## config.mk

```make
export PLATFORM = sky130hd
export DESIGN_NAME = host_parallel_port
export DESIGN_NICKNAME = d
export VERILOG_FILES = /design/src/core/host_port_pkg.sv /design/src/core/port_reg_store.sv /design/src/core/host_parallel_port.sv
export SDC_FILE = /design/constraint.sdc
export NUM_CORES = 1
export LEC_CHECK = 0
export BUFFER_PORTS_ARGS = -buffer_cell sky130_fd_sc_hd__clkbuf_2
export CELL_PAD_IN_SITES_DETAIL_PLACEMENT = 0
export CELL_PAD_IN_SITES_GLOBAL_PLACEMENT = 1
export CORE_MARGIN = 2
export CORE_UTILIZATION = 50
export DETAILED_ROUTE_END_ITERATION = 7
export PLACE_DENSITY_LB_ADDON = 0.2
export SKIP_CTS_REPAIR_TIMING = 1
export SLEW_MARGIN = 20
export SYNTH_ARGS = -nofsm -noshare
export SYNTH_HDL_FRONTEND = slang
export SYNTH_HIERARCHICAL = 1
export SYNTH_SLANG_ARGS = --single-unit
```

## constraint.sdc

```tcl
create_clock -name clk -period 6.5 [get_ports clk]
set_input_delay 1.3 -clock clk [delete_from_list [all_inputs] [get_ports clk]]
set_output_delay 1.3 -clock clk [all_outputs]
set_load 0.02 [all_outputs]
```

## src/core/host_port_pkg.sv

```systemverilog
// Constants shared by the host parallel port, its host model and its bench
// Function
// [RL1] The four operation address lines pick the operation, line 0 lowest.
// [RL2] With device select high the data bus stays undriven and nothing runs.
// [RL3] A write happens only on write strobe and select low with read high.
// [RL4] A read happens only on read strobe and select low with write high.
// [RL5] The width strap gives 8-bit mode low, 16-bit mode high, bit 0 lowest.
// [RL6] In 8-bit mode the host ties data line n to line n+8 for n 0 to 7.
// [RL7] Master reset low clears all registers and buffers for 0.5 us or more.
package host_port_pkg;
   localparam int DATA_W = 16;
   localparam int BYTE_W = 8;
   localparam int ADDR_W = 4;
   localparam int DEPTH = 16;
   localparam logic [DATA_W-1:0] WORD_RESET = 16'h0000;
   localparam logic [BYTE_W-1:0] BYTE_RESET = 8'h00;
   localparam logic STRAP_8BIT = 1'b0;
   localparam int CLK_PERIOD_NS = 50;
   localparam int RESET_LOW_NS = 500;
   localparam int RESET_LOW_CYCLES =
      (RESET_LOW_NS + CLK_PERIOD_NS - 1) / CLK_PERIOD_NS;
   localparam int RESET_CNT_W = 4;
   localparam logic [RESET_CNT_W-1:0] RESET_CNT_ZERO = 4'h0;
   localparam logic [RESET_CNT_W-1:0] RESET_CNT_DONE =
      RESET_CNT_W'(RESET_LOW_CYCLES);
endpackage

```

## src/core/port_reg_store.sv

```systemverilog
// Small register store behind the host port, with registered read data
`timescale 1ns/10ps
module port_reg_store #(
   parameter int DATA_W = 16,
   parameter int ADDR_W = 4,
   parameter int DEPTH = 16
) (
   // Clock and clear
   input wire logic clk,
   input wire logic clear,
   // Host write port
   input wire logic we,
   input wire logic [ADDR_W-1:0] waddr,
   input wire logic [DATA_W-1:0] wdata,
   // Host read port
   input wire logic [ADDR_W-1:0] raddr,
   output logic [DATA_W-1:0] rdata,
   // Core read port
   input wire logic [ADDR_W-1:0] core_addr,
   output logic [DATA_W-1:0] core_data
);
   logic [DATA_W-1:0] mem [DEPTH];

   // Flop array rather than RAM so one clear empties every word
   always_ff @(posedge clk) begin
      if (clear) begin
         for (int i = 0; i < DEPTH; i++) begin
            mem[i] <= '0;
         end
      end else if (we) begin
         mem[waddr] <= wdata;
      end
   end

   always_ff @(posedge clk) begin
      if (clear) begin
         rdata <= '0;
         core_data <= '0;
      end else begin
         rdata <= mem[raddr];
         core_data <= mem[core_addr];
      end
   end
endmodule

```

## src/core/host_parallel_port.sv

```systemverilog
// Host parallel port: strobe decode, byte pairing and reset handling
`timescale 1ns/10ps
module host_parallel_port
   import host_port_pkg::*;
(
   // Clock and reset
   input wire logic clk,
   input wire logic srst,
   input wire logic master_reset_n,
   // Host strobes and address
   input wire logic [host_port_pkg::ADDR_W-1:0] op_address,
   input wire logic device_select_n,
   input wire logic read_strobe_n,
   input wire logic write_strobe_n,
   input wire logic bus_width_strap,
   // Host data bus, split
   input wire logic [host_port_pkg::DATA_W-1:0] host_data_in,
   output logic [host_port_pkg::DATA_W-1:0] host_data_out,
   output logic host_data_oe,
   // Core side
   output logic write_op,
   output logic [host_port_pkg::ADDR_W-1:0] write_op_code,
   output logic [host_port_pkg::DATA_W-1:0] write_word,
   output logic read_op,
   output logic [host_port_pkg::ADDR_W-1:0] read_op_code,
   input wire logic [host_port_pkg::ADDR_W-1:0] core_addr,
   output logic [host_port_pkg::DATA_W-1:0] core_data,
   output logic reset_too_short
);
   import host_port_pkg::*;

   logic clear;
   logic wide;
   logic wr_act, rd_act, wr_prev, rd_prev, wr_start, rd_start;
   logic byte_hi;
   logic [BYTE_W-1:0] low_hold;
   logic [BYTE_W-1:0] hi_hold;
   logic rd_pending;
   logic rd_second;
   logic mem_we;
   logic [DATA_W-1:0] next_word;
   logic [DATA_W-1:0] mem_rdata;
   logic [RESET_CNT_W-1:0] reset_cnt;

   // Replicate a byte onto both halves, matching the host's tied lines
   function automatic logic [DATA_W-1:0] both_halves(
      input logic [BYTE_W-1:0] b);
      both_halves = {b, b};
   endfunction

   assign clear = srst | ~master_reset_n; // see [RL7]
   assign wide = (bus_width_strap != STRAP_8BIT); // see [RL5]
   // Select gates both strobes, and the other strobe must stay high
   assign wr_act = ~device_select_n & ~write_strobe_n & read_strobe_n; // see [RL3]
   assign rd_act = ~device_select_n & ~read_strobe_n & write_strobe_n; // see [RL4]
   assign wr_start = wr_act & ~wr_prev & ~clear;
   assign rd_start = rd_act & ~rd_prev & ~clear;
   // One operation per strobe, taken on its leading edge
   always_ff @(posedge clk) begin
      if (clear) begin
         wr_prev <= 1'b0;
         rd_prev <= 1'b0;
      end else begin
         wr_prev <= wr_act;
         rd_prev <= rd_act;
      end
   end

   // Byte order is low then high; a switch to 16-bit mode mid-pair restarts the pair
   always_ff @(posedge clk) begin
      if (clear) begin
         byte_hi <= 1'b0;
      end else if (!wide && (wr_start || rd_start)) begin
         byte_hi <= ~byte_hi; // see [RL5]
      end else if (wide) begin
         byte_hi <= 1'b0;
      end
   end

   always_ff @(posedge clk) begin
      if (clear) begin
         low_hold <= BYTE_RESET;
      end else if (wr_start && !wide && !byte_hi) begin
         low_hold <= host_data_in[BYTE_W-1:0];
      end
   end

   assign mem_we = wr_start & (wide | byte_hi); // see [RL3]
   always_comb begin
      if (wide) begin
         next_word = host_data_in; // see [RL5]
      end else begin
         next_word = {host_data_in[BYTE_W-1:0], low_hold};
      end
   end

   always_ff @(posedge clk) begin
      if (clear) begin
         write_op <= 1'b0;
         write_op_code <= '0;
         write_word <= WORD_RESET;
      end else begin
         write_op <= mem_we;
         if (mem_we) begin
            write_op_code <= op_address; // see [RL1]
            write_word <= next_word;
         end
      end
   end

   port_reg_store #(
      .DATA_W(DATA_W),
      .ADDR_W(ADDR_W),
      .DEPTH(DEPTH)
   ) store (
      .clk(clk),
      .clear(clear),
      .we(mem_we),
      .waddr(op_address),
      .wdata(next_word),
      .raddr(op_address),
      .rdata(mem_rdata),
      .core_addr(core_addr),
      .core_data(core_data)
   );

   always_ff @(posedge clk) begin
      if (clear) begin
         rd_pending <= 1'b0;
         rd_second <= 1'b0;
         read_op <= 1'b0;
         read_op_code <= '0;
      end else begin
         rd_pending <= rd_start;
         read_op <= rd_start;
         if (rd_start) begin
            rd_second <= ~wide & byte_hi;
            read_op_code <= op_address; // see [RL1]
         end
      end
   end

   // Read word is two clocks behind the strobe edge
   always_ff @(posedge clk) begin
      if (clear) begin
         host_data_out <= WORD_RESET;
         hi_hold <= BYTE_RESET;
      end else if (rd_pending) begin
         if (wide) begin
            host_data_out <= mem_rdata; // see [RL4]
         end else if (!rd_second) begin
            host_data_out <= both_halves(mem_rdata[BYTE_W-1:0]);
            hi_hold <= mem_rdata[DATA_W-1:BYTE_W];
         end else begin
            host_data_out <= both_halves(hi_hold);
         end
      end
   end

   assign host_data_oe = rd_act & ~clear; // see [RL2]

   // Flags a master reset released before the minimum low time
   always_ff @(posedge clk) begin
      if (srst) begin
         reset_cnt <= RESET_CNT_ZERO;
         reset_too_short <= 1'b0;
      end else if (!master_reset_n) begin
         if (reset_cnt != RESET_CNT_DONE) begin
            reset_cnt <= reset_cnt + 1'b1;
         end
         reset_too_short <= 1'b0;
      end else begin
         reset_too_short <= (reset_cnt != RESET_CNT_ZERO) &&
            (reset_cnt != RESET_CNT_DONE); // see [RL7]
         reset_cnt <= RESET_CNT_ZERO;
      end
   end

   idle_no_drive_a: assert property (@(posedge clk) disable iff (srst) // see [RL2]
      device_select_n |-> !host_data_oe && !mem_we && !rd_start)
      else $error("port active while deselected");

   write_needs_strobe_a: assert property (@(posedge clk) disable iff (srst) // see [RL3]
      write_op |-> $past(!device_select_n && !write_strobe_n && read_strobe_n))
      else $error("write without proper strobes");

   wide_write_data_a: assert property (@(posedge clk) disable iff (srst) // see [RL3]
      (wide && wr_start) |=> write_op && write_word == $past(host_data_in))
      else $error("wide write lost or wrong");

   op_code_a: assert property (@(posedge clk) disable iff (srst) // see [RL1]
      write_op |-> write_op_code == $past(op_address))
      else $error("write code not from address");

   read_drive_a: assert property (@(posedge clk) disable iff (srst) // see [RL4]
      host_data_oe |-> !device_select_n && !read_strobe_n && write_strobe_n)
      else $error("bus driven outside a read");

   wide_read_data_a: assert property (@(posedge clk) disable iff (srst) // see [RL4]
      (rd_pending && wide && master_reset_n) |=>
         host_data_out == $past(mem_rdata))
      else $error("read word not presented");

   byte_pair_a: assert property (@(posedge clk) disable iff (srst) // see [RL5]
      (wr_start && !wide && byte_hi) |=>
         write_op && write_word[7:0] == $past(low_hold) &&
         write_word[15:8] == $past(host_data_in[7:0]))
      else $error("byte pair misassembled");

   narrow_first_a: assert property (@(posedge clk) disable iff (srst) // see [RL5]
      (wr_start && !wide && !byte_hi) |=> !write_op && byte_hi)
      else $error("first byte committed early");

   reset_clear_a: assert property (@(posedge clk) disable iff (srst) // see [RL7]
      !master_reset_n |=> !byte_hi && !write_op && !read_op &&
         host_data_out == 16'h0000)
      else $error("master reset did not clear");
endmodule

```

==> qor.txt <==
Layout Nets: 1458
share of the synthesized area in the top cell type: 42.9%
DIE AREA: 0.0374 mm2
Core ar.: 0.0354 mm2
Post-Syn Area: 0.0179 mm2
maximum number of pins on one net before global-route repair: 71
DP Area: 0.0184 mm2
I/O Buffers: 90
Reg clk slew, reported paths: 0.06 ns
drt initial violations: 1369
GRT overflow: 0
Fin. Hold Viols: 0
Final Core Density: 55.6%
DRC errors left: 0
ys flop type: edfxtp_1
area grow syn2layout: 9.96%
fin crit period: 4.47 ns
Post-synth EDFFs: 256
gpl congestion: 0.909
gr busiest metal: met2
Leak: 7.70 nW
GR met3 Demand/Resource: 5.74%
io pins: 91
RSZ-0062 raised after global routing: false
Slew Limit Fails: 0
placed insts: 1843
PD cells: 270 mW/mm2
Max Clock Skew: 0.0164 ns
max cap viols: 0
Synth cell types: 53
HPWL after DPL: 36700 um
family with the most delay on the worst path: simple AND/OR/NAND/NOR gates
Max Clk Rate: 0.224 GHz
Inserted Diodes: 0
worst slew pin tran: 1.17 ns
sequential fraction of the synthesis area: 54.0%
Post-Route WL: 54900 um
die width: 193 um
row cnt: 69
CTS tree: done
Worst-Skew Late Latency: 0.56 ns
worst path bufs/invs: 1
Initial Util: 50.6%
crit share post-route: 68.8%
Total Routing Usage GR: 29.2%
critical path's largest stage delay: 0.78 ns
most common cell in the synthesized netlist: and2_1
root cell of the clock tree: clkbuf_16
CP max FO: 30
hold crit path type: reg2reg
worst relative slew slack: 21.9%
Setup CP Type: in2reg
number of synthesized register bits: 355
Fill cells: 2979
Overall Power: 5.31 mW
clock sinks: 355
met2 usage: 45.1%
syn_area_per_cell: 12.9 um2
startpoint types: primary input
initial antenna violation count: 2
largest area contributor in the netlist: edfxtp_1
CP arrival: 4.64 ns
crit-path cells: clkbuf_2, or4b_4, nor3_1, nand4b_4, nor2_2, or2_1
CP required: 6.68 ns
First-pass DRT Iterations: 5
Synth Net Count: 1425
Synth Warn #: 6
fin cells: 1917
htree depth: 2
GRT met1 Usage: 41.7%
layout cells sized above 1: 21.6%
first-pass GRT wire length: 79500 um
vias in the first global route: 11500
Synth Instances: 1391
final design area excluding fillers: 0.0197 mm2
post-synthesis async set-or-reset flop share: 0%
final antenna-violating net count: 0
Peak VDD IR: 0.000199 V
Avg Vias per Cell: 6.24
Final Setup Violations: 0
top post-synthesis cells by count: and2_1, edfxtp_1, mux2i_1, dfxtp_1, a22oi_1
TritonCTS buffer count: 40
Chip Height: 193 um
Critical Path End Type: flop
setup TNS: 0 ns
Routed WL per cell: 28.7 um
Max clock buf depth: 3
outcome: finished, final reports clean
total vias in the final route: 12000
Synth area leaders: edfxtp_1, dfxtp_1, and2_1
Crit-path slowest cell: or2_1
==> path summary, 6_finish.rpt <==
check	slack, ns	cells after the start	start	to
worst max-delay path	2.03	6	device_select_n	store/mem[13][8]$_SDFFCE_PN0P_
worst min-delay path	0.48	2	low_hold[2]$_SDFFE_PP0P_	low_hold[2]$_SDFFE_PP0P_
worst max register to register	2.63	5	wr_prev$_SDFF_PP0_	store/mem[13][8]$_SDFFCE_PN0P_
worst min register to register	0.48	2	low_hold[2]$_SDFFE_PP0P_	low_hold[2]$_SDFFE_PP0P_
==> flip-flops by register name, summed over array words and instances (netlist names), 4 cells and up <==
register / flops
low_hold: 8
hi_hold: 8
reset_cnt: 4
store/mem: 256
store/core_data: 16
write_word: 16
write_op_code: 4
read_op_code: 4
host_data_out: 16
store/rdata: 16
==> through the flow <==
stage          setup slack, ns  hold WS (ns)
3_5_place_dp              1.54         0.467
5_1_grt                   1.94         0.508
6_report                  2.03         0.477
2_1_floorplan             2.50         0.451
4_1_cts                   2.11         0.479
3_3_place_gp              1.66         0.459
==> cell families after synthesis <==
| group | synth area share, % |
|---|---|
| AND/OR/NAND/NOR | 17.0 |
| XOR/XNOR | 0.147 |
| multiplexers | 18.0 |
| buffers and inverters | 4.08 |
| flip-flops | 54.0 |
| adder cells (fa/ha/maj) | 0.210 |
| AO/OA/AOI/OAI | 6.55 |
==> area by class of cell <==
| cell class | instances | area (um2) | share of cell area (%) |
|---|---|---|---|
| flip-flops and latches | 355 | 9670 | 49.1 |
| well taps | 461 | 577 | 2.93 |
| inverters | 3 | 11.3 | 0.0572 |
| clock inverters | 21 | 233 | 1.18 |
| multi-input cells | 915 | 7530 | 38.2 |
| clock buffers | 53 | 1070 | 5.44 |
| repair buffers | 109 | 604 | 3.07 |
==> placed cells by master, fill, tap and decap left out, drive strengths merged, types with 8 or more instances in the layout <==
master and n:
dfxtp 99, edfxtp 256, a22oi 64, o221a 16, and2 274, mux2i 161, nand2 26, nor3b 8
nand2b 17, mux2 37, nor2b 15, clkinv 12, nor3 42, o22ai 17, clkbuf 140, mux4 53
nor2 27, buf 22, o32ai 8, nand3 47, or2 20, o21ai 25, a21oi 36
==> metal layers <==
metal | wire length [um] | part of all wire [%]
met5 | 0 | 0
met4 | 1590 | 2.9
met3 | 5110 | 9.3
met2 | 25300 | 46
met1 | 23000 | 42
==> tightest hold or removal path, delay by kind of cell (launching register included) <==
kind	cells	cell delay (ns)
compound gates	2	0.12
flops	1	0.30
==> power by group <==
group / internal [mW] / switching (mW)
combinational: 0.159 / 0.322
clock: 1.36 / 0.919
sequential: 2.50 / 0.0558
Power figures use the tool's default switching activity.
